### config.mk
export PLATFORM = sky130hd
export DESIGN_NAME = bit_skip_unit
export DESIGN_NICKNAME = d
export VERILOG_FILES = /design/src/core/bit_skip_pkg.sv /design/src/core/bit_skip_unit.sv
export VERILOG_INCLUDE_DIRS = /design/src /design/src/core
export SDC_FILE = /design/constraint.sdc
export NUM_CORES = 1
export LEC_CHECK = 0
export BUFFER_PORTS_ARGS = -buffer_cell sky130_fd_sc_hd__buf_2
export CAP_MARGIN = 10
export CORE_MARGIN = 5
export CORE_UTILIZATION = 50
export CTS_BUF_LIST = sky130_fd_sc_hd__clkbuf_4 sky130_fd_sc_hd__clkbuf_8
export CTS_CLUSTER_DIAMETER = 200
export CTS_CLUSTER_SIZE = 14
export DETAILED_ROUTE_END_ITERATION = 7
export GPL_TIMING_DRIVEN = 0
export PLACE_DENSITY = 0.7
export SYNTH_ARGS = -nofsm -noshare
export SYNTH_HDL_FRONTEND = slang
export SYNTH_SLANG_ARGS = --single-unit
### constraint.sdc
create_clock -name clk_i -period 3.32 [get_ports clk_i]
set_clock_uncertainty 0.05 [all_clocks]
set_input_delay 0.332 -clock clk_i [delete_from_list [all_inputs] [get_ports clk_i]]
set_output_delay 0.332 -clock clk_i [all_outputs]
set_load 0.05 [all_outputs]
### src/core/bit_skip_map.svh
// Purpose: Offsets, field positions and reset values of the bit and skip unit
// Assumes: Included by its bare name
// Notes:   Definitions only
`ifndef BIT_SKIP_MAP_SVH
`define BIT_SKIP_MAP_SVH
// IO space: flag register, port A data latch, port A direction
`define IO_FLAGS     2'h0
`define IO_PORTA     2'h1
`define IO_PORTA_DIR 2'h2
// Flag register bit positions
`define FLAG_Z       0
`define FLAG_C       1
`define FLAG_AC      2
`define FLAG_OV      3
`define FLAGS_RST    4'h0
`define BYTE_RST     8'h00
`define BYTE_ONE     8'h01
`define NIB_CARRY    4
`define BYTE_CARRY   8
`define BYTE_MSB     7
`endif

### src/core/bit_skip_pkg.sv
// Purpose: Types shared by the bit and skip unit and its bench
// Assumes: Nothing
// Notes:   Operation codes carry no fixed encoding
package bit_skip_pkg;
  typedef logic [7:0] byte_t;
  typedef enum logic [4:0] {
    OP_NOP,
    OP_LOAD_ACC,
    OP_STORE_MEM,
    OP_CLEAR_BIT_IO,
    OP_RAISE_BIT_IO,
    OP_SWAP_CARRY_IO,
    OP_CLEAR_BIT_MEM,
    OP_RAISE_BIT_MEM,
    OP_CEQ_IMM,
    OP_CEQ_MEM,
    OP_CNE_IMM,
    OP_CNE_MEM,
    OP_SKIP_IF_BIT_LOW_IO,
    OP_SKIP_IF_BIT_HIGH_IO,
    OP_SKIP_IF_BIT_LOW_MEM,
    OP_SKIP_IF_BIT_HIGH_MEM,
    OP_INC_ACC,
    OP_DEC_ACC,
    OP_INC_MEM,
    OP_DEC_MEM
  } op_e;
endpackage

### src/core/bit_skip_unit.sv
// Purpose: Bit set/clear/swap and conditional skip execution for an 8-bit core
// Assumes: One instruction offered per cycle on op_valid_i, single clock
// Notes:   Each instruction executes in the cycle it is taken
`timescale 1ns/10ps
`include "bit_skip_map.svh"

// Overview of operation
// - Clear-bit on IO zeroes bit n only; flags unchanged unless the flag register is the target.
// - Raise-bit on IO sets bit n only; flags unchanged unless the flag register is the target.
// - Carry exchange swaps a port A or direction bit with carry; on the flag register it only loads bit n into carry.
// - Output pin: carry exchange drives old carry onto the port bit.
// - Input pin: carry exchange loads sampled pin level into carry.
// - Direction bit 1 makes the pin an output, 0 an input.
// - Carry sits at bit 1 of the flag register, writable directly.
// - Clear-bit on memory zeroes bit n; flags unchanged.
// - Raise-bit on memory sets bit n; flags unchanged.
// - Compare-equal skips next instruction when accumulator equals operand.
// - Compare-skips set all four flags as accumulator minus operand.
// - Compare-unequal skips next instruction when accumulator differs.
// - Test-low skips when the IO or memory bit is 0; no flags.
// - Test-high skips when the IO or memory bit is 1; no flags.
// - Increment accumulator, set all flags, skip on zero result.
// - Decrement accumulator, set all flags, skip on zero result.
// - Increment memory byte, write back, set flags, skip on zero.
// - Decrement memory byte, write back, set flags, skip on zero.
module bit_skip_unit #(
  parameter int MEM_DEPTH = 16,
  parameter int MEM_AW    = 4
) (
  // Clock and reset
  input  wire logic                  clk_i,
  input  wire logic                  arst_n_i,
  // Instruction
  input  wire logic                  op_valid_i,
  input  wire bit_skip_pkg::op_e     op_i,
  input  wire logic [2:0]            bit_sel_i,
  input  wire logic [1:0]            io_addr_i,
  input  wire logic [MEM_AW-1:0]     mem_addr_i,
  input  wire bit_skip_pkg::byte_t   imm_i,
  // Port A pins
  input  wire bit_skip_pkg::byte_t   port_a_pin_i,
  output logic [7:0]                 port_a_data_o,
  output logic [7:0]                 port_a_oe_n_o,
  // Core state
  output logic [7:0]                 working_register_o,
  output logic [3:0]                 flags_o,
  input  wire logic [MEM_AW-1:0]     peek_addr_i,
  output logic [7:0]                 peek_data_o,
  // Skip status
  output logic                       skip_pending_o,
  output logic                       discard_o
);
  import bit_skip_pkg::*;

  // ****************************************************************
  // State
  // ****************************************************************
  byte_t      working_register;
  logic [3:0] flags;
  byte_t      port_a_data;
  byte_t      port_a_dir;
  byte_t      pin_meta;
  byte_t      pin_sync;
  byte_t      mem [MEM_DEPTH];
  logic       skip_pending;

  // ****************************************************************
  // Helpers
  // ****************************************************************
  // Returns {flags, result} for a+b or a-b; carry is borrow on subtract
  function automatic logic [11:0] arith(input byte_t a, input byte_t b, input logic sub);
    logic [8:0] full;
    logic [4:0] low;
    logic [3:0] f;
    full = sub ? ({1'b0, a} - {1'b0, b}) : ({1'b0, a} + {1'b0, b});
    low  = sub ? ({1'b0, a[3:0]} - {1'b0, b[3:0]}) : ({1'b0, a[3:0]} + {1'b0, b[3:0]});
    f[`FLAG_Z]  = (full[7:0] == `BYTE_RST);
    f[`FLAG_C]  = full[`BYTE_CARRY];
    f[`FLAG_AC] = low[`NIB_CARRY];
    f[`FLAG_OV] = ((a[`BYTE_MSB] ^ b[`BYTE_MSB]) == sub) &&
                  (full[`BYTE_MSB] != a[`BYTE_MSB]);
    return {f, full[7:0]};
  endfunction

  // Input pins read the synchronised level, output pins the latch
  function automatic byte_t io_read(input logic [1:0] addr, input logic [3:0] fl,
                                    input byte_t dat, input byte_t dir, input byte_t pin);
    case (addr)
      `IO_FLAGS:     io_read = {4'h0, fl};
      `IO_PORTA:     io_read = (dat & dir) | (pin & ~dir);
      `IO_PORTA_DIR: io_read = dir;
      default:       io_read = `BYTE_RST;
    endcase
  endfunction

  // ****************************************************************
  // Decode
  // ****************************************************************
  logic        exec;
  byte_t       io_val;
  byte_t       mem_val;
  byte_t       cmp_op;
  logic [11:0] cmp_res;
  logic [11:0] step_res;
  logic        is_cmp;
  logic        is_step;
  logic        step_mem;
  logic        next_skip;

  assign exec    = op_valid_i && !skip_pending;
  assign io_val  = io_read(io_addr_i, flags, port_a_data, port_a_dir, pin_sync);
  assign mem_val = mem[mem_addr_i];

  always_comb
  begin
    is_cmp   = 1'b0;
    is_step  = 1'b0;
    step_mem = 1'b0;
    cmp_op   = imm_i;
    case (op_i)
      OP_CEQ_IMM, OP_CNE_IMM: is_cmp = 1'b1;
      OP_CEQ_MEM, OP_CNE_MEM:
      begin
        is_cmp = 1'b1;
        cmp_op = mem_val;
      end
      OP_INC_ACC, OP_DEC_ACC: is_step = 1'b1;
      OP_INC_MEM, OP_DEC_MEM:
      begin
        is_step  = 1'b1;
        step_mem = 1'b1;
      end
      default: is_cmp = 1'b0;
    endcase
  end

  // Compare is a subtraction whose result is dropped
  assign cmp_res  = arith(working_register, cmp_op, 1'b1);
  assign step_res = arith(step_mem ? mem_val : working_register, `BYTE_ONE,
                          (op_i == OP_DEC_ACC) || (op_i == OP_DEC_MEM));

  always_comb
  begin
    case (op_i)
      OP_CEQ_IMM, OP_CEQ_MEM: next_skip = (working_register == cmp_op);
      OP_CNE_IMM, OP_CNE_MEM: next_skip = (working_register != cmp_op);
      OP_SKIP_IF_BIT_LOW_IO:   next_skip = !io_val[bit_sel_i];
      OP_SKIP_IF_BIT_HIGH_IO:  next_skip = io_val[bit_sel_i];
      OP_SKIP_IF_BIT_LOW_MEM:  next_skip = !mem_val[bit_sel_i];
      OP_SKIP_IF_BIT_HIGH_MEM: next_skip = mem_val[bit_sel_i];
      OP_INC_ACC, OP_DEC_ACC, OP_INC_MEM, OP_DEC_MEM:
        next_skip = (step_res[7:0] == `BYTE_RST);
      default: next_skip = 1'b0;
    endcase
  end

  // ****************************************************************
  // Pin synchroniser
  // ****************************************************************
  always_ff @(posedge clk_i or negedge arst_n_i)
    if (!arst_n_i)
    begin
      pin_meta <= `BYTE_RST;
      pin_sync <= `BYTE_RST;
    end
    else
    begin
      pin_meta <= port_a_pin_i;
      pin_sync <= pin_meta;
    end

  // ****************************************************************
  // Skip tracking
  // ****************************************************************
  // The next offered instruction after a skip is consumed and dropped
  always_ff @(posedge clk_i or negedge arst_n_i)
    if (!arst_n_i)
    begin
      skip_pending <= 1'b0;
      discard_o    <= 1'b0;
    end
    else
    begin
      discard_o <= op_valid_i && skip_pending;
      if (exec)
        skip_pending <= next_skip;
      else if (op_valid_i)
        skip_pending <= 1'b0;
    end

  // ****************************************************************
  // Working register
  // ****************************************************************
  always_ff @(posedge clk_i or negedge arst_n_i)
    if (!arst_n_i)
      working_register <= `BYTE_RST;
    else if (exec && op_i == OP_LOAD_ACC)
      working_register <= imm_i;
    else if (exec && is_step && !step_mem)
      working_register <= step_res[7:0];

  // ****************************************************************
  // Flag register
  // ****************************************************************
  always_ff @(posedge clk_i or negedge arst_n_i)
    if (!arst_n_i)
      flags <= `FLAGS_RST;
    else if (exec)
    begin
      if (is_cmp)
        flags <= cmp_res[11:8];
      else if (is_step)
        flags <= step_res[11:8];
      else if (op_i == OP_SWAP_CARRY_IO)
        flags[`FLAG_C] <= io_val[bit_sel_i];
      else if (io_addr_i == `IO_FLAGS && op_i == OP_CLEAR_BIT_IO && bit_sel_i <= 3'h3)
        flags[bit_sel_i[1:0]] <= 1'b0;
      else if (io_addr_i == `IO_FLAGS && op_i == OP_RAISE_BIT_IO && bit_sel_i <= 3'h3)
        flags[bit_sel_i[1:0]] <= 1'b1;
    end

  // ****************************************************************
  // Port A latch and direction
  // ****************************************************************
  // Swap writes the latch even on an input pin so that a later
  // direction change drives the value last exchanged
  always_ff @(posedge clk_i or negedge arst_n_i)
    if (!arst_n_i)
      port_a_data <= `BYTE_RST;
    else if (exec && io_addr_i == `IO_PORTA)
    begin
      if (op_i == OP_CLEAR_BIT_IO)
        port_a_data[bit_sel_i] <= 1'b0;
      else if (op_i == OP_RAISE_BIT_IO)
        port_a_data[bit_sel_i] <= 1'b1;
      else if (op_i == OP_SWAP_CARRY_IO)
        port_a_data[bit_sel_i] <= flags[`FLAG_C];
    end

  always_ff @(posedge clk_i or negedge arst_n_i)
    if (!arst_n_i)
      port_a_dir <= `BYTE_RST;
    else if (exec && io_addr_i == `IO_PORTA_DIR)
    begin
      if (op_i == OP_CLEAR_BIT_IO)
        port_a_dir[bit_sel_i] <= 1'b0;
      else if (op_i == OP_RAISE_BIT_IO)
        port_a_dir[bit_sel_i] <= 1'b1;
      else if (op_i == OP_SWAP_CARRY_IO)
        port_a_dir[bit_sel_i] <= flags[`FLAG_C];
    end

  // ****************************************************************
  // Data memory
  // ****************************************************************
  always_ff @(posedge clk_i or negedge arst_n_i)
    if (!arst_n_i)
    begin
      for (int i = 0; i < MEM_DEPTH; i++)
        mem[i] <= `BYTE_RST;
    end
    else if (exec)
    begin
      case (op_i)
        OP_STORE_MEM:     mem[mem_addr_i] <= working_register;
        OP_CLEAR_BIT_MEM: mem[mem_addr_i][bit_sel_i] <= 1'b0;
        OP_RAISE_BIT_MEM: mem[mem_addr_i][bit_sel_i] <= 1'b1;
        OP_INC_MEM, OP_DEC_MEM: mem[mem_addr_i] <= step_res[7:0];
        default: ;
      endcase
    end

  always_ff @(posedge clk_i or negedge arst_n_i)
    if (!arst_n_i)
      peek_data_o <= `BYTE_RST;
    else
      peek_data_o <= mem[peek_addr_i];

  // ****************************************************************
  // Outputs
  // ****************************************************************
  assign working_register_o = working_register;
  assign flags_o            = flags;
  assign port_a_data_o      = port_a_data;
  assign port_a_oe_n_o      = ~port_a_dir;
  assign skip_pending_o     = skip_pending;
endmodule

==> After elaboration in Yosys (flattened, before gate mapping) <==
Cells that the tools add are included.
{ "totals": {"ff_bits": 182, "input_bits": 37, "elab_cells": 175} }
{ "classes": {"add_sub_neg": 6, "n_lt_le_gt_ge": 8, "eq_ne": 27, "mux": 49, "bitwise_logic": 18, "reduce_logical": 41} }
{ "ops": {"columns": ["op", "count"], "rows": [
  ["$pmux W128 S4", 1],
  ["$bwmux W128", 2],
  ["$and A128 B128 Y128", 1],
  ["$mux W8", 16],
  ["$not A128 Y128", 1],
  ["$or A128 B128 Y128", 1],
  ["$bmux W8 S4", 2],
  ["$demux W8 S4", 2],
  ["$eq A5 B4 Y1 const B", 8],
  ["$and A8 B8 Y8", 4],
  ["$or A8 B8 Y8", 3],
  ["$pmux W8 S3", 1],
  ["$eq A5 B3 Y1 const B", 4],
  ["$eq A5 B5 Y1 const B", 4],
  ["$bwmux W8", 2],
  ["$logic_and A1 B1 Y1", 16],
  ["$logic_not A8 Y1", 2],
  ["$mux W4", 4],
  ["$not A8 Y8", 2],
  ["$mux W1", 11],
  ["$eq A5 B2 Y1 const B", 2],
  ["$ge A5 B5 Y1 const B", 2],
  ["$not A4 Y5", 2],
  ["$add A8 B1 Y9 const B", 1],
  ["other kinds (41)", 55]
]} }

==> Depth between registers and ports, before layout <==
Gate-level depths: netlist of the first run.
{ "depth": {"depth_word": 11, "mapped_depth": 18, "mapped_depth_nobuf": 15} }

==> Worst setup path after synthesis of the first run <==
OpenSTA, ideal clock, no wires.
{ "synth_timing": {"path_kind": "input -> register", "startpoint": "input port op_i[3]", "endpoint": "register mem[118] (netlist name)", "setup_time_ns": 0.083, "arrival_ns": 3.542, "setup_slack_ns": -0.355, "stages": 15, "n_path_buf": 4, "cell_sequence": "nor3b_4 and2_1 buf_2 clkbuf_1 clkbuf_1 mux2i_1 fa_1 nor2b_1 o31a_1 o31a_1 nor3_1 a22o_1 clkbuf_1 a21oi_1 o21ai_0"} }
{ "synth_between": {"elab_chain_len": 8} }
{ "synth_rtl": {"columns": ["item", "line_no", "text"], "rows": [
  ["start, declared", "bit_skip_unit.sv:35", "input wire bit_skip_pkg::op_e op_i,"],
  ["$eq A5 B5 Y1 (on tied branches)", "bit_skip_unit.sv:120, bit_skip_unit.sv:140, bit_skip_unit.sv:264", null],
  ["$reduce_or A2 Y1", "bit_skip_unit.sv:120, bit_skip_unit.sv:264", null],
  ["$mux W1", "bit_skip_unit.sv:120", "case (op_i)"],
  ["$mux W8", "bit_skip_unit.sv:139", "assign step_res = arith(step_mem ? mem_val : working_register, `BYTE_ONE,"],
  ["$add A8 B1 Y9 / $sub A8 B1 Y9 (equally long branches)", "bit_skip_unit.sv:75", "full = sub ? ({1'b0, a} - {1'b0, b}) : ({1'b0, a} + {1'b0, b});"],
  ["$mux W9", "bit_skip_unit.sv:75", null],
  ["$bwmux W128", "bit_skip_unit.sv:268", "OP_INC_MEM, OP_DEC_MEM: mem[mem_addr_i] <= step_res[7:0];"],
  ["$pmux W128 S4", "bit_skip_unit.sv:264", "case (op_i)"],
  ["end signal, assigned by index", "bit_skip_unit.sv:260", "mem[i] <= `BYTE_RST;"],
  ["end signal, assigned by index", "bit_skip_unit.sv:265", "OP_STORE_MEM: mem[mem_addr_i] <= working_register;"],
  ["end signal, assigned by index", "bit_skip_unit.sv:268", null],
  ["end, declared", "bit_skip_unit.sv:64", "byte_t mem [MEM_DEPTH];"]
]} }
Several ways; a longest one is shown, not always the timed one.
A chain may end at the register's enable or synchronous reset.

==> Worst setup path in the final report of the first run <==
{ "layout_timing": {"startpoint": "register mem[91] (netlist name)", "endpoint": "register mem[127] (netlist name)"} }
{ "layout_between": {"elab_chain_len": 8} }
{ "layout_rtl": {"columns": ["item", "line_no", "text"], "rows": [
  ["$bmux W8 S4 (*)", "bit_skip_unit.sv:112", "assign mem_val = mem[mem_addr_i];"],
  ["$mux W8 (not written as such) (*) (2 in a row)", "bit_skip_unit.sv:112", null],
  ["$mux W8 (*)", "bit_skip_unit.sv:139", null],
  ["$add A8 B1 Y9 / $sub A8 B1 Y9 (equally long branches)", "bit_skip_unit.sv:75", null],
  ["$mux W9 (*)", "bit_skip_unit.sv:75", null],
  ["$bwmux W128 (*)", "bit_skip_unit.sv:268", null],
  ["$pmux W128 S4 (*)", "bit_skip_unit.sv:264", null]
]} }
Every way passes the cells marked *; elsewhere a longest branch is shown, timed or not. The select of a mux whose other input is x is not followed.

==> impl_metrics.json, run 1 <==
{
  "ff2ff_setup_slack_ps": -240,
  "worstMarginPinSlew_ps": 1220,
  "drtIter0Drc": 1717,
  "crit_fanout": 7,
  "final_nets": 1548,
  "cap_violations": 0,
  "syn_area_um2": 12400,
  "setup_ws_ps": -240,
  "worstPathCellList": "mux4_2 > mux2_4 > o21ai_4 > o21ai_2 > ha_1 > nand2_1 > or4_4 > a31oi_4 > xor2_2 > nand3_4 > buf_8 > o21ai_2",
  "yosysTopAreaCell": "dfrtp_1",
  "clock_sinks": 182,
  "hold_path_depth": 2,
  "postLayoutCoreUtil_pct": 61.0,
  "slew_headroom_pct": 18.6,
  "cts_max_level": 4,
  "grt_pass1_wl_mm": 68.3,
  "dieArea_um2": 28100,
  "drc": 0,
  "yosysTopAreaCellShare_pct": 36.7,
  "initial_core_util_pct": 50.9,
  "power_density_nw_per_um2": 474,
  "fin_setup_tns_ps": -6890,
  "grt_pass1_vias": 11799,
  "overflow": 0,
  "cp-start-kind": "flop",
  "syn_area_per_cell_um2": 9.17,
  "row_count": 57,
  "cts_buffers": 17,
  "die_w_um": 168,
  "slowest_stage": "mux4_2",
  "fin_crit_ps": 3560,
  "grt_max_degree": 118,
  "criticalPathCategory": "flop to flop",
  "port_buffers": 66,
  "hold_violations": 0,
  "drtAntennaViolNets": 0,
  "clock.fmax_mhz": 281,
  "die_h_um": 168,
  "rsz0062_at_grt": "yes",
  "worst_ep_arrival_time_ps": 3940,
  "diodes": 0,
  "leakage_nw": 6.04,
  "required_ps": 3700,
  "synth_edf_count": 0,
  "cts_tree": "built",
  "core_um2": 24400,
  "ys_seq_area_share_pct": 36.7,
  "cp_slowest_stage_delay_ps": 460,
  "hpwl_mm": 32.3,
  "synth_flop_cell": "dfrtp_1",
  "failed_checks": "negative setup slack",
  "area_delta_synth_final_pct": 20.0,
  "synth_area_leaders": "dfrtp_1 37%, mux4_2 10%, o21ai_0 8.8%",
  "dr.pass1.iters": 6,
  "track_usage_pct": 31.0,
  "antenna_found_initial": 0,
  "critPathMostFrequentCell": "o21ai_2",
  "clkSlewWorstSetupHoldPaths_ps": 130,
  "yosysUniqueCellTypes": 64,
  "holdWs_ps": 1.38,
  "drt_wl_total_mm": 46.0,
  "io_pins": 75,
  "status": "finished with violations",
  "synthArstFlopShare_pct": 100,
  "ys_ff_latch": 182,
  "slew_viol_final": 0,
  "place.gp.congestion": 1.02,
  "wl_per_cell_um": 25.1,
  "max-vdd-ir-drop_uv": 358,
  "insertion_delay_ps": 520,
  "yosysWarnings": 0,
  "cts_root_buf": "clkbuf_8",
  "layout-drive-gt1-share_pct": 25.4,
  "dr_total_vias": 12511,
  "fin_crit_sh_pct": 107,
  "hold_class": "input port to flop",
  "setup-violations-final": 49,
  "reg2regPathDepth": 12,
  "vias_per_cell": 6.84,
  "clock_path_buffers": 2,
  "cp-end-kind": "flop",
  "syn-num-nets": 1408,
  "syn_inst": 1353
}
## final timing paths
path,startpoint,to
min in group asynchronous,arst_n_i,skip_pending_o
hold / removal,op_valid_i,skip_pending_o
setup reg to reg,mem[91],mem[127]
max in group asynchronous,arst_n_i,mem[122]
setup / recovery,mem[91],mem[127]
hold reg to reg,pin_meta[3],pin_sync[3]
## worst max-delay path, delay by kind of cell, from the launching register on
kind	cells	cell delay, ps
xor gates and xnor gates	1	230
adders and majority gates	1	410
and+or+nand+nor	3	750
AOI/OAI and AO/OA	4	620
DFF	1	420
buffers and inverters	1	200
muxes	2	770
## layout make-up
type	instances	area [um2]
flip-flops and latches	182	4560
inverters	21	78.8
well taps	324	405
multi-input cells	1040	7920
plain buffers	107	564
clock buffers	17	234
fillers	2102	9500
clock inverters	15	216
repair buffers	124	918
## cells in the mapped netlist, types with 7 or more instances
cell      count
a21oi_1     135
ha_1         16
mux2_2       26
xnor2_1      10
a211oi_1     12
a221oi_1     20
nor3_1       15
nor2_1       88
a22oi_1      27
buf_2        10
dfrtp_1     182
o21ai_0     219
mux4_1        9
a22o_1       18
clkbuf_1     84
nand2b_1     14
mux4_2       56
nor2b_1      15
o22ai_1      38
inv_1        21
nand3_1      41
mux2i_1      53
and2_1        7
nand2_1     140
buf_1        11
## metal layers
layer	share of wire, %	track usage [%]	vias to the layer above
met3	11	8.32	195
met2	45	47.9	838
met5	0	0	-
met4	5.3	12.4	0
li1	-	-	5362
met1	38	41.8	6116
## report_power, final
group	switching, mW	internal [mW]
sequential	0.268	2.42
clock	1.13	0.614
combinational	1.60	1.03
## kinds of logic after synthesis
family	after synthesis	synth area share, %
fa+ha+maj	18	1.94
compound gates	517	24.6
buf+inv	132	4.47
flops	182	36.7
mux	144	18.7
simple gates	345	12.6
xor+xnor	15	1.06
## layout by cell type (no fill, tap or decap), drive strengths merged, types with 3 or more instances in the layout
cell type,count
a211o,4
a211oi,12
a21o,5
a21oi,135
a221o,3
a221oi,20
a22o,18
a22oi,27
a31oi,3
a41oi,5
and2,7
and3,6
buf,141
clkbuf,98
clkinv,7
dfrtp,182
dlygate4sd3,9
ha,16
inv,29
mux2,26
mux2i,53
mux4,65
nand2,140
nand2b,14
nand3,41
nand4,4
nor2,88
nor2b,15
nor3,16
nor4,3
o21a,6
o21ai,222
o22ai,38
o2bb2ai,5
o31ai,3
or3,3
xnor2,10
xor2,5
## state kept, by name, summed over array words and instances, names as in the netlist, named ones only
| signal | cells |
|---|---|
| port_a_data_o | 8 |
| discard_o | 1 |
| working_register_o | 8 |
| pin_sync | 8 |
| pin_meta | 8 |
| port_a_dir | 8 |
| skip_pending_o | 1 |
| mem | 128 |
| peek_data_o | 8 |
## per-stage QoR
step           cells  worst slack [ps]  instance area, um2  total power, mW
2_1_floorplan   1353             -69.9               12500             4.06
3_3_place_gp    1743             -1520               13200             4.69
3_5_place_dp    1744             -1570               13300             4.72
4_1_cts         1808              -117               14400             6.63
5_1_grt         1830              -302               14900             7.28
6_report        1830              -240               14900             7.06
## repair_timing
| item | 4_1_cts | 5_1_grt |
|---|---|---|
| buffers inserted | 25 | 20 |
| cloned | 2 | 3 |
| hold buffers | 9 | 0 |
| hold endpoints to repair | 73 | 0 |
| pin swaps | 22 | 46 |
| resized for setup | 95 | 119 |
| endpoints found under the setup margin | 112 | 105 |
Note: power is estimated with default switching activity, not from simulation.
==> inputs of run 2 (changes only) <==
==> constraint.sdc (replaced) <==
create_clock -name clk_i -period 3.32 [get_ports clk_i]
set_clock_uncertainty 0.05 [all_clocks]
set_input_delay 0.664 -clock clk_i [delete_from_list [all_inputs] [get_ports clk_i]]
set_output_delay 0.664 -clock clk_i [all_outputs]
set_load 0.05 [all_outputs]
==> run 2 against run 1 <==
Against the previous run: the run still ends with negative setup slack left; first-iteration DRC count is 7.6% higher; core utilization is 0.64 points higher; maximum frequency is 0.73% higher; critical path type unchanged; largest cell class unchanged.
==> impl_metrics.json, run 2 (synthesis results as in run 1) <==
{
  "status": "finished with violations",
  "failed_checks": "negative setup slack",
  "hold_buffers": 0,
  "worstMarginPinSlew_ps": 1230,
  "dieArea_um2": 28100,
  "track_usage_pct": 31.2,
  "instances_no_fill": 1833,
  "largest_reg_flops": 128,
  "ff2ff_setup_slack_ps": -210,
  "cap_violations": 0,
  "clock.fmax_mhz": 283,
  "cts_max_level": 4,
  "cp-end-kind": "flop",
  "r2r_end": "mem[77]",
  "hold_class": "input port to async pin",
  "fin_crit_ps": 3530,
  "r2r-start": "mem[122]",
  "row_count": 57,
  "mostFrequentLayoutCell": "dfrtp_1",
  "worstPathCellList": "mux4_2 > a22oi_2 > and3_4 > o21ai_4 > ha_4 > buf_6 > a21oi_4 > o21bai_1 > a21oi_2 > o41ai_2 > xnor2_1 > o21ai_1 > nand2_2 > buf_8 > o21ai_2",
  "layout_common_cells": "180 x dfrtp_1, 137 x o21ai_0, 135 x nand2_1, 114 x a21oi_1, 84 x nor2_1",
  "dr.pass1.iters": 8,
  "die_h_um": 168,
  "reg2regPathDepth": 15,
  "leakage_nw": 6.10,
  "hpwl_mm": 32.6,
  "core_um2": 24400,
  "cts_buffers": 17,
  "fin_crit_sh_pct": 106,
  "dp_cells": 1744,
  "initial_core_util_pct": 50.9,
  "io_pins": 75,
  "place.gp.congestion": 1.01,
  "required_ps": 3650,
  "place_ws_ps": -1980,
  "port_buffers": 66,
  "slew_viol_final": 0,
  "slew_headroom_pct": 17.3,
  "cts_tree": "built",
  "drt_wl_total_mm": 46.0,
  "rsz0062_at_grt": "yes",
  "criticalPathCategory": "flop to flop",
  "grt_max_degree": 109,
  "antenna_found_initial": 1,
  "power_density_nw_per_um2": 467,
  "drtIter0Drc": 1848,
  "crit_fanout": 5,
  "max-vdd-ir-drop_uv": 265,
  "grt_pass1_vias": 12063,
  "layout-drive-gt1-share_pct": 27.4,
  "fin_area_um2": 15000,
  "dr_total_vias": 12643,
  "clkSlewWorstSetupHoldPaths_ps": 120,
  "diodes": 0,
  "die_w_um": 168,
  "largest-register": "mem",
  "cp_slowest_stage_delay_ps": 520,
  "drtAntennaViolNets": 0,
  "clock_path_buffers": 2,
  "drc": 0,
  "setup_ws_ps": -214,
  "insertion_delay_ps": 520,
  "hold_violations": 0,
  "cts_root_buf": "clkbuf_8",
  "clock_sinks": 182,
  "worst_ep_arrival_time_ps": 3870,
  "setup-violations-final": 78,
  "grt_pass1_wl_mm": 68.9,
  "holdWs_ps": 40.4,
  "vias_per_cell": 6.90,
  "post_dp_cell_area_um2": 13300,
  "cp-start-kind": "flop",
  "wl_per_cell_um": 25.1,
  "slowest_stage": "mux4_2",
  "final_nets": 1551,
  "area_delta_synth_final_pct": 21.2,
  "overflow": 0
}
==> run 2: worst max-delay path: cells and delay by family (launching register included) <==
kind	cells	cell delay [ps]
compound gates	8	1050
mux	1	520
simple gates	2	470
flops	1	460
xor+xnor	1	310
buf+inv	2	280
fa+ha+maj	1	270
==> run 2: metal layers <==
layer  GRT usage, %  vias to the layer above  routed length (um)
met3           7.83                      218                5040
met2           49.1                      900               20800
met1           41.5                     6147               17800
li1               -                     5376                   -
met5              0                        -                  13
met4           13.1                        2                2340
==> run 2: area by class of cell <==
cell class / instances / area, um2
Tap cell: 324 / 405
Multi-Input combinational cell: 1039 / 8000
Inverter: 21 / 78.8
Clock inverter: 15 / 206
Buffer: 109 / 643
Fill cell: 2027 / 9350
Clock buffer: 17 / 234
Timing Repair Buffer: 126 / 920
Sequential cell: 182 / 4560
==> run 2: report_power, final <==
part           internal, mW  switching [mW]  total [mW]  leakage (nW)
Combinational          1.02            1.62        2.64          3.42
Sequential             2.42           0.266        2.68          2.46
Clock                 0.611            1.09        1.70         0.218
==> run 2: worst max path at each step <==
stage / startpoint / to / slack, ps
floorplan: mem_addr_i[1] / mem[127] / -390
global placement: mem_addr_i[0] / mem[102] / -1950
detailed placement: mem_addr_i[0] / mem[118] / -1980
CTS: mem[122] / mem[118] / -170
global route: op_i[4] / mem[39] / -310
finish: mem[122] / mem[77] / -210
==> run 2: through the flow <==
step,total power [mW],setup TNS [ps],utilization [%]
3_3_place_gp,4.70,-454450,54.4
2_1_floorplan,4.08,-18620,-
6_report,7.02,-9610,61.7
4_1_cts,6.66,-5690,59.6
3_5_place_dp,4.74,-177850,54.5
5_1_grt,7.26,-16870,61.7
==> run 2: timing repair <==
action,4_1_cts,5_1_grt
pin swaps,29,69
setup buffers,42,12
endpoints found under the setup margin,121,107
cloned,4,1
gates resized for setup,123,138
==> inputs of run 3 (changes only) <==
--- a/config.mk
+++ b/config.mk
@@ -8,14 +8,17 @@
 export LEC_CHECK = 0
 export BUFFER_PORTS_ARGS = -buffer_cell sky130_fd_sc_hd__buf_2
 export CAP_MARGIN = 10
+export CELL_PAD_IN_SITES_DETAIL_PLACEMENT = 1
+export CELL_PAD_IN_SITES_GLOBAL_PLACEMENT = 1
 export CORE_MARGIN = 5
-export CORE_UTILIZATION = 50
+export CORE_UTILIZATION = 45
 export CTS_BUF_LIST = sky130_fd_sc_hd__clkbuf_4 sky130_fd_sc_hd__clkbuf_8
 export CTS_CLUSTER_DIAMETER = 200
 export CTS_CLUSTER_SIZE = 14
 export DETAILED_ROUTE_END_ITERATION = 7
 export GPL_TIMING_DRIVEN = 0
-export PLACE_DENSITY = 0.7
+export PLACE_DENSITY = 0.8
+export SKIP_CTS_REPAIR_TIMING = 1
 export SYNTH_ARGS = -nofsm -noshare
 export SYNTH_HDL_FRONTEND = slang
 export SYNTH_SLANG_ARGS = --single-unit
==> run 3 against run 2 <==
Against the previous run: the flow finishes with violations (max-capacitance violations, max-slew violations, negative setup slack); clock power decreased by 4%; worst hold slack got worse by 15 ps; final cell count increased by 1.7%; global-route usage increased by 0.87 points; non-clock buffer count increased by 15; die area increased by 10%; critical path type unchanged; highest routed layer is now met4.
==> impl_metrics.json, run 3 (synthesis results as in run 1) <==
{
  "track_usage_pct": 32.1,
  "insertion_delay_ps": 520,
  "clkSlewWorstSetupHoldPaths_ps": 130,
  "cts_tree": "built",
  "status": "finished with violations",
  "cap_violations": 1,
  "largest_reg_flops": 128,
  "drt_wl_total_mm": 55.5,
  "setup-violations-final": 87,
  "port_buffers": 66,
  "intPower_mw": 4.11,
  "overflow": 0,
  "critPathBufInv": 2,
  "crit_family": "compound AO/OA/AOI/OAI gates",
  "r2r-start": "mem[0]",
  "instances_no_fill": 1865,
  "final_nets": 1566,
  "wl_per_cell_um": 29.8,
  "largest-register": "mem",
  "failed_checks": "max-capacitance violations, max-slew violations, negative setup slack",
  "met1Wirelength_mm": 21.5,
  "routed-wl-met2_mm": 25.9,
  "area_delta_synth_final_pct": 22.4,
  "holdWs_ps": 25.5,
  "ff2ff_setup_slack_ps": -470,
  "fin_crit_ps": 3790,
  "dp_cells": 1762,
  "mostFrequentLayoutCell": "dfrtp_1",
  "vias_per_cell": 7.06,
  "slowest_stage": "mux4_2",
  "drtAntennaViolNets": 0,
  "crit_fanout": 8,
  "fin_crit_sh_pct": 114,
  "dr.max_layer_used": "met4",
  "place_ws_ps": -1720,
  "power_density_nw_per_um2": 475,
  "leakage_nw": 6.16,
  "grt_max_degree": 117,
  "clock_sinks": 182,
  "max-vdd-ir-drop_uv": 334,
  "dr.pass1.iters": 5,
  "slew_headroom_pct": -0.499,
  "cp-end-kind": "flop",
  "hold_violations": 0,
  "fin_setup_tns_ps": -22200,
  "hpwl_mm": 37.2,
  "wl_met3_mm": 5.58,
  "switching_share_pct": 43.0,
  "r2r_end": "mem[94]",
  "worst_ep_arrival_time_ps": 4170,
  "cp_slowest_stage_delay_ps": 520,
  "layout_common_cells": "180 x dfrtp_1, 149 x o21ai_0, 132 x nand2_1, 118 x a21oi_1, 82 x nor2_1",
  "initial_core_util_pct": 45.9,
  "row_count": 60,
  "drtIter0Drc": 1514,
  "cts_max_level": 4,
  "worstPathCellList": "mux4_2 > a22o_4 > nor3_4 > nor2_4 > inv_2 > fa_2 > nor2b_4 > o31a_1 > o31a_1 > nor3_4 > a22o_4 > clkbuf_16 > a21oi_2 > o21ai_1",
  "comb_power_share_pct": 39.9,
  "hold_class": "input port to async pin",
  "cp-start-kind": "flop",
  "clock.fmax_mhz": 264,
  "dr_total_vias": 13167,
  "drc": 0,
  "antenna_found_initial": 1,
  "power_frac_seq_pct": 37.4,
  "die_h_um": 176,
  "grt_pass1_vias": 12467,
  "required_ps": 3700,
  "cts_buffers": 17,
  "layout-drive-gt1-share_pct": 27.6,
  "dieArea_um2": 31000,
  "clock_path_buffers": 2,
  "diodes": 0,
  "io_pins": 75,
  "clock_power_share_pct": 22.8,
  "setup_ws_ps": -470,
  "die_w_um": 176,
  "rsz0062_at_grt": "yes",
  "worstMarginPinSlew_ps": 1500,
  "core_um2": 27000,
  "cts_root_buf": "clkbuf_8",
  "grt_pass1_wl_mm": 76.5,
  "reg2regPathDepth": 14,
  "p_sw_mw": 3.10,
  "place.gp.congestion": 0.966,
  "criticalPathCategory": "flop to flop",
  "slew_viol_final": 1
}
==> run 3: changes by cell type in the layout (fill, tap and decap cells not counted), sizes merged <==
cell / before / now
clkbuf: 92 / 100
buf: 160 / 168
clkinvlp: 0 / 1
clkinv: 5 / 3
==> run 3: final cells by class <==
class | count | area (um2)
plain buffers | 108 | 652
clock buffers | 18 | 248
clock inverters | 14 | 150
fillers | 3071 | 11800
inverters | 21 | 82.6
multi-input cells | 1039 | 8010
flip-flops and latches | 182 | 4560
well taps | 341 | 427
repair buffers | 142 | 1060
==> run 3: metal layers <==
layer	GRT usage, %	vias up
met1	44.9	6656
li1	-	5403
met5	0	-
met3	6.66	186
met2	49.9	922
met4	11.0	0
==> run 3: how the worst max path moves through the flow <==
| stage | cells past startpoint | endpoint | start | slack [ps] |
|---|---|---|---|---|
| after floorplan | 15 | mem[127] | mem_addr_i[1] | -390 |
| after global placement | 15 | mem[84] | op_i[0] | -1670 |
| after detailed placement | 15 | mem[84] | op_i[0] | -1720 |
| after CTS | 15 | mem[84] | op_i[0] | -1200 |
| after global routing | 16 | mem[84] | mem[0] | -530 |
| final | 14 | mem[94] | mem[0] | -470 |
==> run 3: power by group through the flow <==
stage | logic [mW] | clock network (mW) | registers, mW
global placement | 2.05 | 0 | 2.70
CTS | 2.11 | 1.62 | 2.67
global route | 2.99 | 1.72 | 2.71
finish | 2.87 | 1.64 | 2.70
detailed placement | 2.10 | 0 | 2.71
floorplan | 1.25 | 0 | 2.83
==> run 3: stage by stage <==
step                cell area [um2]  total power [mW]  utilization, %
detailed placement            13300              4.81            49.3
CTS                           13700              6.40            50.8
global route                  15200              7.41            56.2
floorplan                     12500              4.08               -
global placement              13300              4.74            49.1
finish                        15200              7.21            56.2
